## src/smc_defines.svh

```systemverilog
// Purpose: Constants of the six-channel converter serial and mode control.
// Assumes: The master clock is the 200 MHz reference clock.
// Notes: Bit positions sit in 8-bit control registers, apart from the serial word fields at bits 15, 11 and 8.
`ifndef SMC_DEFINES_SVH
`define SMC_DEFINES_SVH
`define SMC_NUM_REGS 8
`define SMC_NUM_CHAN 6
`define SMC_WORD_BITS 16
`define SMC_REG_FIRST 3'h0
`define SMC_REG_SECOND 3'h1
`define SMC_REG_POWER 3'h2
`define SMC_REG_CHAN_BASE 3
`define SMC_DP_BIT 0
`define SMC_MM_BIT 1
`define SMC_SWRST_BIT 7
`define SMC_DECIM_LO 0
`define SMC_SCLK_LO 2
`define SMC_MCD_LO 4
`define SMC_GPU_BIT 0
`define SMC_REFPU_BIT 5
`define SMC_CHPWR_BIT 3
`define SMC_W_FLAG 15
`define SMC_W_ADDR_LO 11
`define SMC_W_REG_LO 8
`define SMC_RESET_DIVIDED_MASTER_CLOCK 4
`define SMC_FIRST_FS_MCLK 2070
`define SMC_REF_PER_MCLK 1
`define SMC_FIRST_FS_CYC (`SMC_FIRST_FS_MCLK * `SMC_REF_PER_MCLK)
`endif

```

## src/smc_pkg.sv

```systemverilog
// Purpose: Types of the six-channel converter serial and mode control.
// Assumes: Nothing beyond the constants header.
// Notes: Codes are one-hot.
package smc_pkg;
  typedef enum logic [2:0] {
    SMC_MODE_PGM = 3'h1,
    SMC_MODE_DATA = 3'h2,
    SMC_MODE_MIXED = 3'h4
  } smc_mode_t;
  typedef enum logic [2:0] {
    SMC_TX_IDLE = 3'h1,
    SMC_TX_SYNC = 3'h2,
    SMC_TX_SHIFT = 3'h4
  } smc_tx_t;
endpackage : smc_pkg

```

## src/smc_top.sv

```systemverilog
// Purpose: Serial timing, mode control and cascade addressing of a six-channel front end.
// Assumes: Master clock equals ref_clk; samples arrive on a valid/ready stream.
// Notes: The serial clock pin is a one-cycle pulse that opens each bit period.
// Contract
// - Serial clock divides divided master clock by 8/4/2/1.
// - Sample period is 2048/1024/512/256 divided master clocks.
// - Outside program mode, unpowered slot with no forwarded word sends nothing, output released.
// - After reset: program mode, one sync per sample.
// - One control word accepted per frame sync.
// - Words before data mode carry no samples.
// - Hardware reset clears all control registers.
// - Software reset bit acts like reset pin.
// - Either reset lasts four divided clock cycles.
// - First frame sync about 2070 clocks after reset.
// - Global bit powers all; reference keeps own bit.
// - Channel power follows its own bit.
// - Registers change only in program or mixed mode.
// - Every serial word is sixteen bits.
// - Program mode treats every word as control.
// - Address zero accepts; otherwise decrement and forward.
// - Frame syncs start only with port enable high.
// - Default rate until second register is written.
// - Data bit set, mixed clear: data mode.
// - Data mode ignores all received words.
// - Mixed and data bits set: mixed mode.
// - Mixed mode: flagged words control, samples MSB zero.
// - Divided master clock is clock over 1..5.
`include "smc_defines.svh"
`timescale 1ns/100ps
module smc_fifo #(
  parameter int W = 16,
  parameter int D = 4,
  parameter int AW = 2
) (
  input wire logic clk,
  input wire logic rst_n,
  input wire logic in_valid,
  output logic in_ready,
  input wire logic [W-1:0] in_data,
  output logic out_valid,
  input wire logic out_ready,
  output logic [W-1:0] out_data
);
  typedef struct packed {
    logic [D-1:0][W-1:0] mem;
    logic [AW-1:0] wp;
    logic [AW-1:0] rp;
    logic [AW:0] cnt;
  } smc_fifo_st_t;
  smc_fifo_st_t q;
  smc_fifo_st_t d;
  logic push;
  logic pop;

  // Full and empty come straight from the occupancy count.
  assign in_ready = q.cnt != (AW+1)'(D);
  assign out_valid = q.cnt != '0;
  assign out_data = q.mem[q.rp];
  assign push = in_valid && in_ready;
  assign pop = out_valid && out_ready;

  // Pointers wrap at the depth, so depths need not be powers of two.
  always_comb begin
    d = q;
    if (push) begin
      d.mem[q.wp] = in_data;
      d.wp = (q.wp == AW'(D-1)) ? '0 : q.wp + 1'b1;
    end
    if (pop) begin
      d.rp = (q.rp == AW'(D-1)) ? '0 : q.rp + 1'b1;
    end
    if (push && !pop) begin
      d.cnt = q.cnt + 1'b1;
    end else if (pop && !push) begin
      d.cnt = q.cnt - 1'b1;
    end
  end

  // State register.
  always_ff @(posedge clk or negedge rst_n) begin
    if (!rst_n) begin
      q <= '0;
    end else begin
      q <= d;
    end
  end
endmodule : smc_fifo

module smc_top import smc_pkg::*; #(
  parameter int FIFO_DEPTH = 4,
  parameter int SAMPLE_W = `SMC_WORD_BITS
) (
  input wire logic ref_clk,
  input wire logic arst_n,
  input wire logic port_enable_pin,
  input wire logic serial_data_in,
  input wire logic input_frame_sync,
  output logic serial_clk,
  output logic output_frame_sync,
  output logic serial_data_out,
  output logic serial_data_out_en_n,
  input wire logic sample_valid,
  output logic sample_ready,
  input wire logic [SAMPLE_W-1:0] sample_data,
  output logic [`SMC_NUM_CHAN-1:0] channel_power_on,
  output logic reference_power_on,
  output smc_mode_t operating_mode,
  output logic reset_busy
);
  typedef struct packed {
    logic [`SMC_NUM_REGS-1:0][7:0] regs;
    logic crb_written;
    logic [2:0] dm_cnt;
    logic [2:0] sc_cnt;
    logic [10:0] samp_cnt;
    logic first_wait;
    logic [11:0] first_cnt;
    logic rst_busy;
    logic [2:0] rst_cnt;
    logic sdi_s1;
    logic sdi_s2;
    logic fsi_s1;
    logic fsi_s2;
    logic pen_s1;
    logic pen_s2;
    logic [15:0] rx_sh;
    logic [4:0] rx_cnt;
    smc_tx_t tx_st;
    logic [15:0] tx_sh;
    logic [3:0] tx_cnt;
    logic [2:0] slot;
    logic frame_pend;
    logic [15:0] pass_word;
    logic pass_valid;
    logic sclk_q;
    logic fso_q;
    logic sdo_q;
    logic sdo_en_n_q;
  } smc_st_t;

  smc_st_t q;
  smc_st_t d;
  logic rst_s1_q;
  logic rst_s2_q;
  logic fifo_valid;
  logic fifo_pop;
  logic [SAMPLE_W-1:0] fifo_data;
  logic [`SMC_NUM_CHAN-1:0] chan_pwr;
  logic global_pu;
  smc_mode_t mode;

  // Divided master clock period minus one; unused codes fall back to one.
  function automatic logic [2:0] mcd_m1(input logic [2:0] sel);
    if (sel <= 3'h4) begin
      mcd_m1 = sel;
    end else begin
      mcd_m1 = 3'h0;
    end
  endfunction : mcd_m1

  // Serial clock period in divided clocks, minus one.
  function automatic logic [2:0] sclk_m1(input logic [1:0] sel);
    case (sel)
      2'h0: sclk_m1 = 3'h7;
      2'h1: sclk_m1 = 3'h3;
      2'h2: sclk_m1 = 3'h1;
      default: sclk_m1 = 3'h0;
    endcase
  endfunction : sclk_m1

  // Sample period in divided clocks, minus one.
  function automatic logic [10:0] samp_m1(input logic [1:0] sel);
    case (sel)
      2'h0: samp_m1 = 11'h7ff;
      2'h1: samp_m1 = 11'h3ff;
      2'h2: samp_m1 = 11'h1ff;
      default: samp_m1 = 11'h0ff;
    endcase
  endfunction : samp_m1

  // The released reset is the synchronised copy used everywhere else.
  always_ff @(posedge ref_clk or negedge arst_n) begin
    if (!arst_n) begin
      rst_s1_q <= 1'b0;
      rst_s2_q <= 1'b0;
    end else begin
      rst_s1_q <= 1'b1;
      rst_s2_q <= rst_s1_q;
    end
  end

  // Sample buffer; draining only in output slots gives real back-pressure.
  smc_fifo #(.W(SAMPLE_W), .D(FIFO_DEPTH), .AW($clog2(FIFO_DEPTH))) u_fifo (
    .clk(ref_clk),
    .rst_n(rst_s2_q),
    .in_valid(sample_valid),
    .in_ready(sample_ready),
    .in_data(sample_data),
    .out_valid(fifo_valid),
    .out_ready(fifo_pop),
    .out_data(fifo_data)
  );

  // Mode decode of the first control register.
  always_comb begin
    if (q.regs[0][`SMC_DP_BIT] && q.regs[0][`SMC_MM_BIT]) begin
      mode = SMC_MODE_MIXED;
    end else if (q.regs[0][`SMC_DP_BIT]) begin
      mode = SMC_MODE_DATA;
    end else begin
      mode = SMC_MODE_PGM;
    end
  end

  // Power gating; the reference also wakes for any live channel.
  assign global_pu = q.regs[`SMC_REG_POWER][`SMC_GPU_BIT];
  for (genvar i = 0; i < `SMC_NUM_CHAN; i++) begin : g_pwr
    assign chan_pwr[i] = global_pu ||
      q.regs[`SMC_REG_CHAN_BASE + i / 2][`SMC_CHPWR_BIT + 4 * (i % 2)];
  end
  assign reference_power_on = global_pu || q.regs[`SMC_REG_POWER][`SMC_REFPU_BIT] ||
    (|chan_pwr);
  assign channel_power_on = chan_pwr;
  assign operating_mode = mode;
  assign reset_busy = q.rst_busy;
  assign serial_clk = q.sclk_q;
  assign output_frame_sync = q.fso_q;
  assign serial_data_out = q.sdo_q;
  assign serial_data_out_en_n = q.sdo_en_n_q;

  // Next state of all timing, framing and control logic.
  always_comb begin
    logic dm_tick;
    logic bit_tick;
    logic samp_event;
    logic load_slot;
    logic [2:0] load_idx;
    logic powered;
    logic drive;
    logic word_done;
    logic is_ctrl;
    logic swrst;
    logic [15:0] word;
    logic [15:0] out_w;
    logic [1:0] rate_sel;
    dm_tick = 1'b0;
    bit_tick = 1'b0;
    samp_event = 1'b0;
    load_slot = 1'b0;
    load_idx = 3'h0;
    powered = 1'b0;
    drive = 1'b0;
    word_done = 1'b0;
    is_ctrl = 1'b0;
    swrst = 1'b0;
    word = 16'h0000;
    out_w = 16'h0000;
    rate_sel = 2'h0;
    fifo_pop = 1'b0;
    d = q;

    // Pin inputs pass two flip-flops before use.
    d.sdi_s1 = serial_data_in;
    d.sdi_s2 = q.sdi_s1;
    d.fsi_s1 = input_frame_sync;
    d.fsi_s2 = q.fsi_s1;
    d.pen_s1 = port_enable_pin;
    d.pen_s2 = q.pen_s1;

    // Free-running divider chain from master to serial clock.
    dm_tick = q.dm_cnt >= mcd_m1(q.regs[1][`SMC_MCD_LO +: 3]);
    d.dm_cnt = dm_tick ? 3'h0 : q.dm_cnt + 3'h1;
    bit_tick = dm_tick && (q.sc_cnt >= sclk_m1(q.regs[1][`SMC_SCLK_LO +: 2]));
    if (dm_tick) begin
      d.sc_cnt = bit_tick ? 3'h0 : q.sc_cnt + 3'h1;
    end
    d.sclk_q = bit_tick;

    // Sample timing; the default rate holds until the rate register is written.
    rate_sel = q.crb_written ? q.regs[1][`SMC_DECIM_LO +: 2] : 2'h0;
    if (q.first_wait) begin
      d.samp_cnt = 11'h000;
      d.first_cnt = q.first_cnt + 12'h001;
      if (q.first_cnt == 12'(`SMC_FIRST_FS_CYC - 1)) begin
        d.first_wait = 1'b0;
        samp_event = 1'b1;
      end
    end else if (dm_tick) begin
      if (q.samp_cnt >= samp_m1(rate_sel)) begin
        d.samp_cnt = 11'h000;
        samp_event = 1'b1;
      end else begin
        d.samp_cnt = q.samp_cnt + 11'h001;
      end
    end

    // Output slots: sync bit, then sixteen data bits per slot.
    if (bit_tick) begin
      case (q.tx_st)
        SMC_TX_IDLE: begin
          if (q.frame_pend && q.pen_s2) begin
            d.frame_pend = 1'b0;
            load_slot = 1'b1;
          end
        end
        SMC_TX_SYNC: begin
          d.tx_st = SMC_TX_SHIFT;
          d.fso_q = 1'b0;
          d.sdo_q = q.tx_sh[15];
          d.tx_sh = {q.tx_sh[14:0], 1'b0};
          d.tx_cnt = 4'hf;
        end
        SMC_TX_SHIFT: begin
          if (q.tx_cnt != 4'h0) begin
            d.sdo_q = q.tx_sh[15];
            d.tx_sh = {q.tx_sh[14:0], 1'b0};
            d.tx_cnt = q.tx_cnt - 4'h1;
          end else if (mode == SMC_MODE_PGM || q.slot == 3'(`SMC_NUM_CHAN - 1)) begin
            d.tx_st = SMC_TX_IDLE;
            d.sdo_q = 1'b0;
            d.sdo_en_n_q = 1'b1;
          end else begin
            load_slot = 1'b1;
            load_idx = q.slot + 3'h1;
          end
        end
        default: begin
          d.tx_st = SMC_TX_IDLE;
        end
      endcase
    end

    // Pending sync is set after the slot logic, so an event on the consuming tick is kept.
    if (samp_event && q.pen_s2 && !q.rst_busy) begin
      d.frame_pend = 1'b1;
    end

    // Word choice for a slot: forwarded word first, then a sample, else filler.
    if (load_slot) begin
      powered = (mode == SMC_MODE_PGM) ? 1'b1 : chan_pwr[load_idx];
      drive = powered || q.pass_valid;
      if (q.pass_valid) begin
        out_w = q.pass_word;
        d.pass_valid = 1'b0;
      end else if (mode != SMC_MODE_PGM && powered && fifo_valid) begin
        fifo_pop = 1'b1;
        out_w = 16'(fifo_data);
        if (mode == SMC_MODE_MIXED) begin
          out_w[`SMC_W_FLAG] = 1'b0;
        end
      end else begin
        out_w = 16'h0000;
      end
      d.tx_st = SMC_TX_SYNC;
      d.slot = load_idx;
      d.tx_sh = out_w;
      d.fso_q = drive;
      d.sdo_q = 1'b0;
      d.sdo_en_n_q = !drive;
    end

    // Receive shifter, armed by the input frame sync.
    if (bit_tick) begin
      if (q.rx_cnt == 5'h00) begin
        if (q.fsi_s2) begin
          d.rx_cnt = 5'h10;
        end
      end else begin
        d.rx_sh = {q.rx_sh[14:0], q.sdi_s2};
        d.rx_cnt = q.rx_cnt - 5'h01;
        if (q.rx_cnt == 5'h01) begin
          word_done = 1'b1;
          word = {q.rx_sh[14:0], q.sdi_s2};
        end
      end
    end

    // Control word handling by mode and cascade address.
    if (word_done && !q.rst_busy) begin
      case (mode)
        SMC_MODE_PGM: is_ctrl = 1'b1;
        SMC_MODE_MIXED: is_ctrl = word[`SMC_W_FLAG];
        default: is_ctrl = 1'b0;
      endcase
      if (is_ctrl) begin
        if (word[`SMC_W_ADDR_LO +: 3] == 3'h0) begin
          d.regs[word[`SMC_W_REG_LO +: 3]] = word[7:0];
          if (word[`SMC_W_REG_LO +: 3] == `SMC_REG_SECOND) begin
            d.crb_written = 1'b1;
          end
          if (word[`SMC_W_REG_LO +: 3] == `SMC_REG_FIRST && word[`SMC_SWRST_BIT]) begin
            swrst = 1'b1;
          end
        end else begin
          d.pass_word = word;
          d.pass_word[`SMC_W_ADDR_LO +: 3] = word[`SMC_W_ADDR_LO +: 3] - 3'h1;
          d.pass_valid = 1'b1;
        end
      end
    end

    // Reset sequence: registers held at zero for four divided clocks.
    if (swrst) begin
      d.rst_busy = 1'b1;
      d.rst_cnt = 3'h0;
    end else if (q.rst_busy && dm_tick) begin
      d.rst_cnt = q.rst_cnt + 3'h1;
      if (q.rst_cnt == 3'(`SMC_RESET_DIVIDED_MASTER_CLOCK - 1)) begin
        d.rst_busy = 1'b0;
      end
    end
    if (swrst || q.rst_busy) begin
      d.regs = '0;
      d.crb_written = 1'b0;
      d.pass_valid = 1'b0;
      d.frame_pend = 1'b0;
      d.tx_st = SMC_TX_IDLE;
      d.rx_cnt = 5'h00;
      d.fso_q = 1'b0;
      d.sdo_q = 1'b0;
      d.sdo_en_n_q = 1'b1;
      d.samp_cnt = 11'h000;
      fifo_pop = 1'b0;
    end
  end

  // State register; reset values put the device in a busy program mode.
  always_ff @(posedge ref_clk or negedge rst_s2_q) begin
    if (!rst_s2_q) begin
      q <= '0;
      q.tx_st <= SMC_TX_IDLE;
      q.rst_busy <= 1'b1;
      q.first_wait <= 1'b1;
      q.sdo_en_n_q <= 1'b1;
    end else begin
      q <= d;
    end
  end
endmodule : smc_top

```

## config.mk

```make
export PLATFORM = sky130hd
export DESIGN_NAME = smc_top
export DESIGN_NICKNAME = d
export VERILOG_FILES = /design/src/smc_pkg.sv /design/src/smc_top.sv
export VERILOG_INCLUDE_DIRS = /design/src
export SDC_FILE = /design/constraint.sdc
export NUM_CORES = 1
export LEC_CHECK = 0
export BUFFER_PORTS_ARGS = -buffer_cell sky130_fd_sc_hd__buf_2
export CORE_MARGIN = 3
export CORE_UTILIZATION = 50
export DETAILED_ROUTE_END_ITERATION = 8
export PLACE_DENSITY = 0.78
export SYNTH_ARGS = -nofsm -noshare
export SYNTH_HDL_FRONTEND = slang
export SYNTH_SLANG_ARGS = --single-unit
export TNS_END_PERCENT = 20
```

## constraint.sdc

```tcl
create_clock -name ref_clk -period 5.7 [get_ports ref_clk]
set_input_delay 0.285 -clock ref_clk [delete_from_list [all_inputs] [get_ports ref_clk]]
set_output_delay 0.285 -clock ref_clk [all_outputs]
set_load 0.01 [all_outputs]
```

# Word level (Yosys, flattened, before mapping)
# Cells that the tools add are included.
totals:
  reg_bits: 247
  in_bits: 22
  output_inout_bits: 16
  wordCells: 268
op_classes:
  add_sub_neg: 13
  order_cmp: 10
  n_eq_ne: 26
  n_mux: 101
  n_bitwise: 2
  n_reduce_logical: 72
op_table:
  columns: ["cell", "n"]
  rows:
  - ["65-bit 2-to-1 mux", 4]
  - ["64-bit bitwise mux", 2]
  - ["16-bit 2-to-1 mux", 7]
  - ["11-bit 2-to-1 mux", 6]
  - ["3-bit 2-to-1 mux", 15]
  - ["1-bit 2-to-1 mux", 40]
  - ["20-bit one-hot mux with 2 select lines", 1]
  - ["11-bit one-hot mux with 3 select lines", 1]
  - ["16-bit binary-select mux with 2-bit select", 1]
  - ["16-bit demux with 2-bit select", 1]
  - ["3-bit nonzero test", 10]
  - ["8-bit demux with 3-bit select", 1]
  - ["23-bit 2-to-1 mux", 1]
  - ["20-bit 2-to-1 mux", 1]
  - ["2-bit nonzero test", 10]
  - ["19-bit 2-to-1 mux", 1]
  - ["3-bit one-hot mux with 3 select lines", 2]
  - ["3-bit AND reduction", 6]
  - ["1-bit logical AND", 16]
  - ["8-bit 2-to-1 mux", 2]
  - ["3-bit by 1-bit adder with 3-bit output (second input constant)", 5]
  - ["5-bit 2-to-1 mux", 3]
  - ["13-bit 2-to-1 mux", 1]
  - ["12-bit by 1-bit adder with 12-bit output (second input constant)", 1]
  - ["other kinds (39)", 86]

# Depth between registers and ports, before layout
# Gate-level depths: netlist of run 1.
depth:
  ltp_word: 21
  depth_mapped: 21
  depth_no_buf: 19

# By module
# From an unflattened synthesis of run 1, not the netlist that was laid out.
hier_totals:
  cells_unflattened: 856
  area_unflattened_um2: 9665.5
by_module_without_submodules:
  columns: ["mod", "instances", "cells_per_inst", "area_per_inst_um2", "seq_area_each_um2"]
  rows:
  - ["smc_top", 1, 663, 6456.2, 3208.1]
  - ["smc_fifo", 1, 193, 3209.3, 1776.7]

# Least setup slack after synthesis of run 1
# Ideal clock, no wire load.
synth_path:
  kind: "flip-flop to flip-flop"
  startpoint: "reg q[122] (netlist bit)"
  endpoint: "reg u_fifo.q[1] (netlist bit)"
  setup_time_ns: 0.125
  arrival_ns: 4.514
  required_time_ns: 5.575
  setup_slack_ns: 1.062
  stages_incl_launch_ff: 20
  period_less_slack_ns: 4.638
  path_cell_list: "dfrtp_1 > or3b_2 > ha_1 > nand2_1 > o21ai_1 > and4_1 > clkbuf_1 > clkbuf_1 > nand2_1 > ha_1 > ha_1 > nor4b_1 > nand4b_1 > or3_1 > nand2_1 > a211o_1 > ha_1 > inv_1 > fa_1 > mux2_2"
synth_rtl:
  columns: ["element", "line", "source"]
  rows:
  - ["start: declaration", "smc_top.sv:141", "smc_st_t q;"]
  - ["end signal: assignment", "smc_top.sv:82", "q <= '0;"]
  - ["end signal: assignment", "smc_top.sv:84", "q <= d;"]
  - ["end: declaration", "smc_top.sv:50", "smc_fifo_st_t q;"]

==> metrics.md, run 1 <==
| Metric | Value |
|---|---|
| Hold EP | `u_fifo.q[31]$_DFFE_PN0P_` |
| PortBufs | `37` |
| Type of origin of the critical path | `flip-flop` |
| CTS tree | `built` |
| DRT iter0 DRCs | `536` |
| Static Leak | `4.77 nW` |
| Routed WL per cell | `17.0 µm` |
| Most frequent cell after synthesis | `dfrtp_1` |
| Layout cells sized above 1 | `20.1%` |
| Worst slew margin | `17.6%` |
| RR Endpoint | `u_fifo.q[1]$_DFFE_PN0P_` |
| Final min period | `4.64 ns` |
| Clock tree buffer depth | `2` |
| Max-cap violations | `0` |
| RR Startpoint | `q[121]$_DFFE_PN0P_` |
| Max Slew Vio Count | `0` |
| Number of buffers inserted by hold repair at cts | `4` |
| Fin cells | `1119` |
| Tot Pwr | `3.63 mW` |
| Cell mode on critical path | `ha_1` |
| Worst EP arrival | `4.96 ns` |
| PD cells | `349 mW/mm²` |
| I/O pin total | `38` |
| Dpl cells | `1083` |
| Top_reg_cell synth | `dfrtp_1` |
| Synthesized area per cell | `11.1 µm²` |
| Max stage delay on crit path | `0.71 ns` |
| Core Rows | `49` |
| Element type at the critical path end | `flip-flop` |
| DRT Pass-1 Iters | `6` |
| Cts repair resizes | `0` |
| Hpwl dp | `12600 µm` |
| Routed met3 length | `718 µm` |
| Core box area | `0.0182 mm²` |
| Crit Path Class | `reg -> reg` |
| Maximum resistive drop on vdd | `341 µV` |
| WP buf/inv | `1` |
| Status | `completed` |
| Worst-Margin Slew | `1.23 ns` |
| Worst clock skew | `0.00782 ns` |
| CP max FO | `21` |
| Die height | `143 µm` |
| Vias in the first global route | `6567` |
| Synth cell count leaders | `dfrtp_1, nand2_1, mux2_2` |
| FILL cells | `1475` |
| H-tree levels | `4` |
| Synth unique cells | `67` |
| Final wirelength | `19100 µm` |
| Sequential cell area | `0.00499 mm²` |
| Top sig layer | `met4` |
| Post-CTS setup buffers | `0` |
| Worst R2R Path Depth | `17` |
| DRC | `0` |
| Area share of the largest cell type after synthesis | `51.9%` |
| Routability cong. | `0.811` |
| Largest net degree at the start of global routing | `198` |
| Layout net count | `930` |
| Via/cell ratio | `5.80` |
| RSZ-0062 raised after global routing | `false` |
| CTS buffer count | `17` |
| Synth Net Count | `900` |
| Hold_sp | `sample_data[8]` |
| Area delta synth->final | `10.7%` |
| Worst R2R Setup Slack | `1.06 ns` |
| M1 WL | `8810 µm` |
| Slowest CP cell | `and4_1` |
| Post-DP Area | `0.00980 mm²` |
| Cell Area, Synth | `0.00940 mm²` |
| Clk root buf | `clkbuf_16` |
| Crit path required time | `6.02 ns` |
| Post-synth ARST share | `100%` |
| Initial antenna violation count | `0` |
| Multi-input gate area | `0.00416 mm²` |
| Met2 wire len | `9210 µm` |
| Post-DRT Antenna Nets | `0` |
| Clock sinks | `199` |
| Flops & latches, synth | `199` |
| DR vias | `6495` |
| Hold path cells | `2` |
| Setup TNS | `0 ns` |
| Top cells by area, synth | `dfrtp_1, mux2_2, nand2_1` |
| HP Class | `in -> reg` |
| Die ar. | `0.0205 mm²` |
| Synthesized instance count | `847` |
| Fin crit share | `81.4%` |
| Hold Fails Final Rpt | `0` |
| Ys Warns | `0` |
| Post-synth EDFFs | `0` |
| Design area | `0.0104 mm²` |
| Final setup fails | `0` |
| Worst-path cell chain | `or2_2, ha_1, nand2_1, o21ai_1, and4_1, nand2_1, ha_1, ha_1, nor4b_1, nand4b_1, or3_1, nand2_1, a211o_1, ha_1, inv_1, fa_1, mux2_2` |
| Total global routing overflow | `0` |
| Global-route wire length before repair | `32100 µm` |
| Maximum clock rate | `216 MHz` |
| Die W | `143 µm` |
| GRT Overall Usage | `19.7%` |
| Leading area contributor after synthesis | `dfrtp_1` |
| Effective utilization at floorplan | `51.6%` |
| Later-pin clock latency in the skew report | `0.43 ns` |
| Sequential fraction of the synthesis area | `53.0%` |
| Worst-path clk slew | `0.07 ns` |
| Crit path max-delay family | `simple AND/OR/NAND/NOR gates` |
[state kept, by name, summed over array words and instances, names as in the netlist]
name,cells
reset_busy,1
serial_data_out_en_n,1
global_pu,1
serial_clk,1
serial_data_out,1
output_frame_sync,1
rst_s2_q,1
rst_s1_q,1
u_fifo.q,71
d,3
q,117
[final cells by class]
cell class / count / area share (%)
Inverter: 33 / 1.19
Multi-Input combinational cell: 579 / 39.9
Sequential cell: 199 / 47.9
Clock buffer: 18 / 4.22
Clock inverter: 13 / 1.29
Tap cell: 229 / 2.75
Timing Repair Buffer: 47 / 2.72
Antenna cell: 1 / 0.0240
[metrics by stage]
step / hold slack [ns] / utilization (%) / setup slack, ns
final: 0.118 / 57.2 / 1.06
after global routing: 0.108 / 57.2 / 0.676
after CTS: 0.110 / 57.2 / 1.12
after detailed placement: 0.0715 / 53.8 / 1.13
after global placement: 0.0713 / 53.8 / 1.23
after floorplan: -0.0106 / - / 1.06
[how the worst max path moves through the flow]
stage | startpoint | end | slack, ns | cells after the start
2_1_floorplan | q[122]$_DFFE_PN0P_ | u_fifo.q[1]$_DFFE_PN0P_ | 1.06 | 19
3_3_place_gp | q[121]$_DFFE_PN0P_ | u_fifo.q[1]$_DFFE_PN0P_ | 1.23 | 17
3_5_place_dp | q[121]$_DFFE_PN0P_ | u_fifo.q[1]$_DFFE_PN0P_ | 1.13 | 17
4_1_cts | q[121]$_DFFE_PN0P_ | u_fifo.q[1]$_DFFE_PN0P_ | 1.12 | 17
5_1_grt | q[121]$_DFFE_PN0P_ | q[100]$_DFFE_PN0P_ | 0.68 | 13
6_report | q[121]$_DFFE_PN0P_ | u_fifo.q[1]$_DFFE_PN0P_ | 1.06 | 17
[placed cells by master, fill, tap and decap left out, drive strengths merged, types with 16 or more instances in the layout]
cell type and n:
dfrtp 195, nor2 40, a21oi 23, nand2 137
clkbuf 18, ha 30, nand2b 16, o21ai 40
mux4 16, mux2 68, nand3 31, inv 41
buf 43
[cells by family (layout without fill, tap and decap cells)]
logic type,count (synthesis),after routing,share of synthesized area (%)
DFF,199,199,53.0
xor gates and xnor gates,20,20,1.86
muxes,96,96,13.3
AOI/OAI and AO/OA,123,123,8.84
other,1,2,0.0399
and+or+nand+nor,308,308,15.9
buffers and inverters,69,111,2.85
adders and majority gates,31,31,4.20
[worst register-to-register path, cell delays in order (launching register included)]
cell and delay [ns]:
dfrtp_1 0.40, or2_2 0.30, ha_1 0.29, nand2_1 0.07
o21ai_1 0.45, and4_1 0.71, nand2_1 0.13, ha_1 0.22
ha_1 0.21, nor4b_1 0.16, nand4b_1 0.11, or3_1 0.15
nand2_1 0.09, a211o_1 0.29, ha_1 0.22, inv_1 0.07
fa_1 0.40, mux2_2 0.26
[layer usage]
layer  global-route usage, %  vias to the layer above
met5                       0                        -
met4                    6.20                        0
met3                    3.78                       25
met1                    26.7                     3274
met2                    32.5                      129
li1                        -                     3067
[where the power goes]
group          internal [mW]  switching (mW)  total [mW]  leakage, nW
logic                  0.370           0.250       0.620         2.01
clock network          0.626           0.557        1.18        0.278
registers               1.68           0.151        1.83         2.48
Power figures use the tool's default switching activity.
==> run 2: changes to the inputs <==
--- a/config.mk
+++ b/config.mk
@@ -6,11 +6,12 @@
 export SDC_FILE = /design/constraint.sdc
 export NUM_CORES = 1
 export LEC_CHECK = 0
+export ABC_AREA = 1
 export BUFFER_PORTS_ARGS = -buffer_cell sky130_fd_sc_hd__buf_2
 export CORE_MARGIN = 3
 export CORE_UTILIZATION = 50
 export DETAILED_ROUTE_END_ITERATION = 8
-export PLACE_DENSITY = 0.78
+export PLACE_DENSITY = 0.76
 export SYNTH_ARGS = -nofsm -noshare
 export SYNTH_HDL_FRONTEND = slang
 export SYNTH_SLANG_ARGS = --single-unit
==> constraint.sdc (replaced) <==
create_clock -name ref_clk -period 4.39 [get_ports ref_clk]
set_input_delay 0.2195 -clock ref_clk [delete_from_list [all_inputs] [get_ports ref_clk]]
set_output_delay 0.2195 -clock ref_clk [all_outputs]
set_load 0.01 [all_outputs]
==> metrics.md, run 2 <==
| Metric | Value |
|---|---|
| Status | `completed` |
| RSZ-0062 raised after global routing | `false` |
| Setup slack after placement | `0.361 ns (-0.769 ns)` |
| Most frequent cell after synthesis | `nand2_1` |
| Leading area contributor after synthesis | `dfrtp_1` |
| Maximum resistive drop on vdd | `245 µV (-28%)` |
| Top cells by area, synth | `dfrtp_1, nand2_1, o21ai_0` |
| Flops & latches, synth | `199 (unchanged)` |
| Synthesized area per cell | `8.29 µm² (-25%)` |
| DRC | `0 (unchanged)` |
| Worst-path clk slew | `0.07 ns (about the same)` |
| Vias in the first global route | `7608 (+16%)` |
| Worst R2R Setup Slack | `0.34 ns (-0.72 ns)` |
| Element type at the critical path end | `flip-flop` |
| Area share of the largest cell type after synthesis | `49.2% (-2.7 points)` |
| FILL cells | `1664 (+13%)` |
| GRT met2 Usage | `32.2% (-0.23 points)` |
| Maximum clock rate | `247 MHz (+15%)` |
| Die ar. | `0.0215 mm² (+5.2%)` |
| Global-route wire length before repair | `36900 µm (+15%)` |
| RR Endpoint | `u_fifo.q[1]$_DFFE_PN0P_` |
| Cell Area, Synth | `0.00991 mm² (+5.4%)` |
| Total global routing overflow | `0 (unchanged)` |
| Met3 GRT Util | `3.58% (-0.21 points)` |
| Largest Register | `q` |
| Clock sinks | `199 (unchanged)` |
| Final setup fails | `0 (unchanged)` |
| Hpwl dp | `14700 µm (+16%)` |
| Final min period | `4.05 ns (-0.593 ns)` |
| Antenna Cells | `0 (-1)` |
| Later-pin clock latency in the skew report | `0.43 ns (about the same)` |
| Routability cong. | `0.864 (+6.6%)` |
| Worst EP arrival | `4.37 ns (-0.59 ns)` |
| Top_reg_cell synth | `dfrtp_1` |
| Crit path required time | `4.71 ns (-1.31 ns)` |
| CP Capture Point | `u_fifo.q[1]$_DFFE_PN0P_` |
| CTS buffer count | `17 (unchanged)` |
| Clk root buf | `clkbuf_16` |
| GR peak layer | `met2` |
| DRT iter0 DRCs | `609 (+14%)` |
| Clock network power share | `35.3% (+2.7 points)` |
| Crit Path Class | `reg -> reg` |
| Most common cell after layout, fill and taps aside | `nand2_1` |
| Die W | `147 µm (+2.5%)` |
| Static Leak | `5.54 nW (+16%)` |
| Area delta synth->final | `10.6% (about the same)` |
| RR Startpoint | `q[122]$_DFFE_PN0P_` |
| Post-CTS setup buffers | `0 (unchanged)` |
| GRT Overall Usage | `20.8% (+1.1 points)` |
| Switching share of power | `27.9% (+1.5 points)` |
| Worst-Margin Slew | `1.08 ns (-0.149 ns)` |
| Final worst-path setup slack | `0.344 ns (-0.717 ns)` |
| Setup TNS | `0 ns (unchanged)` |
| Post-DRT Antenna Nets | `0 (unchanged)` |
| Sequential fraction of the synthesis area | `50.3% (-2.7 points)` |
| Via/cell ratio | `5.29 (-8.9%)` |
| Layout cells sized above 1 | `10.1% (-10 points)` |
| Die height | `147 µm (+2.5%)` |
| Final wirelength | `21600 µm (+13%)` |
| Routed WL per cell | `14.5 µm (-15%)` |
| Register share of total power | `49.9% (-0.5 points)` |
| Core box area | `0.0191 mm² (+4.8%)` |
| Initial antenna violation count | `0 (unchanged)` |
| Max-cap violations | `0 (unchanged)` |
| Fin crit share | `92.2% (+11 points)` |
| Worst clock skew | `0.00791 ns (+0.0000919 ns)` |
| Type of origin of the critical path | `flip-flop` |
| Final Core Density | `57.5% (+0.28 points)` |
| Layout net count | `1273 (+37%)` |
| Clock tree buffer depth | `2 (unchanged)` |
| Effective utilization at floorplan | `51.9% (+0.30 points)` |
| PD cells | `430 mW/mm² (+23%)` |
| Max Slew Vio Count | `0 (unchanged)` |
| DR vias | `7893 (+22%)` |
| Max FFs per register | `117 (unchanged)` |
| Synth cell count leaders | `nand2_1, dfrtp_1, o21ai_0` |
| I/O pin total | `38 (unchanged)` |
| Met1 usage | `29.8% (+3.1 points)` |
| Worst slew margin | `28.0% (+10 points)` |
| Core Rows | `50 (+2.0%)` |
| Synth Net Count | `1248 (+39%)` |
| Psw | `1.31 mW (+37%)` |
| Int Power | `3.40 mW (+27%)` |
| Post-synth ARST share | `100% (unchanged)` |
| Hold WS | `0.0881 ns (-0.0294 ns)` |
| Commonest non-fill, non-tap cells in the layout | `nand2_1, dfrtp_1, o21ai_0` |
| Synth unique cells | `51 (-24%)` |
| Ys Warns | `0 (unchanged)` |
| CP max FO | `17 (-19%)` |
| Synthesized instance count | `1195 (+41%)` |
| DRT Pass-1 Iters | `7 (+1)` |
| Post-synth EDFFs | `0 (unchanged)` |
| PortBufs | `37 (unchanged)` |
| Largest net degree at the start of global routing | `153 (-23%)` |
| Worst Setup SP | `q[122]$_DFFE_PN0P_` |
| Hold Fails Final Rpt | `0 (unchanged)` |
| Combinational power share | `14.8% (-2.3 points)` |
| Worst R2R Path Depth | `22 (+5)` |
| CTS tree | `built` |
| H-tree levels | `4 (unchanged)` |
| HP Class | `in -> async` |
==> run 2: logic make-up (layout without fill, tap and decap cells) <==
family,Yosys count,in the layout,share of synthesized area (%)
AO/OA/AOI/OAI,216,216,11.8
AND/OR/NAND/NOR,537,537,24.2
buffers and inverters,187,225,7.54
flip-flops,199,199,50.3
other,1,1,0.0378
multiplexers,1,1,0.114
XOR/XNOR,23,23,2.03
adder cells (fa/ha/maj),31,31,3.99
==> run 2: worst min path at each step <==
| stage | from | endpoint | slack (ns) | cells past startpoint |
|---|---|---|---|---|
| after floorplan | arst_n | rst_s1_q$_DFF_PN0_ | -0.08 | 0 |
| after detailed placement | arst_n | rst_s1_q$_DFF_PN0_ | 0.009 | 1 |
| after global placement | arst_n | rst_s1_q$_DFF_PN0_ | 0.009 | 1 |
| after global routing | arst_n | rst_s2_q$_DFF_PN0_ | 0.09 | 2 |
| final | arst_n | rst_s2_q$_DFF_PN0_ | 0.09 | 2 |
| after CTS | arst_n | rst_s2_q$_DFF_PN0_ | 0.07 | 2 |
==> run 2: routing by layer <==
layer / vias up / routed length [µm]
li1: 3930 / -
met1: 3744 / 10400
met2: 183 / 9870
met3: 36 / 903
met4: 0 / 417
met5: - / 0
==> run 2: power by group through the flow <==
stage	clock network (mW)	registers, mW	logic [mW]
2_1_floorplan	0	2.35	0.534
3_3_place_gp	0	2.36	0.668
3_5_place_dp	0	2.38	0.699
4_1_cts	1.69	2.35	0.705
5_1_grt	1.77	2.39	0.810
6_report	1.66	2.35	0.697
==> run 2: worst max-delay path: stages, from the launching register on <==
cell and delay, ns:
dfrtp_1 0.41, o21ai_0 0.19, nand2_1 0.08, ha_1 0.28, nand2_1 0.06, clkinv_1 0.05
nand2_2 0.06, nand2_4 0.17, nand2_4 0.19, nor2_4 0.15, nand3_1 0.12, ha_1 0.23
ha_1 0.27, nand2_1 0.14, nor2_4 0.05, nand3_4 0.12, nand2_4 0.06, nor2_2 0.15
nand2_1 0.12, ha_1 0.21, inv_1 0.11, fa_1 0.43, mux2_2 0.27
==> run 2: per-stage QoR <==
step | area, µm² | cells | power, mW
after floorplan | 9910 | 1195 | 2.88
after global placement | 10300 | 1457 | 3.03
after detailed placement | 10300 | 1457 | 3.08
after CTS | 11000 | 1493 | 4.74
after global routing | 11000 | 1493 | 4.97
final | 11000 | 1493 | 4.71
==> run 2: cell type report <==
| cell class | instances | area, µm² | area share, % |
|---|---|---|---|
| clock buffer | 22 | 454 | 4.14 |
| clock inverter | 10 | 166 | 1.52 |
| inverter | 143 | 539 | 4.92 |
| multi-input combinational | 809 | 4190 | 38.2 |
| sequential | 199 | 4990 | 45.5 |
| tap | 260 | 325 | 2.97 |
| timing repair buffer | 50 | 305 | 2.78 |
==> run 2: timing repair <==
item | 4_1_cts | 5_1_grt
endpoints found under the hold margin | 5 | 0
endpoints found under the setup margin | 0 | 1
hold buffers | 4 | 0
gates resized for setup | 0 | 1
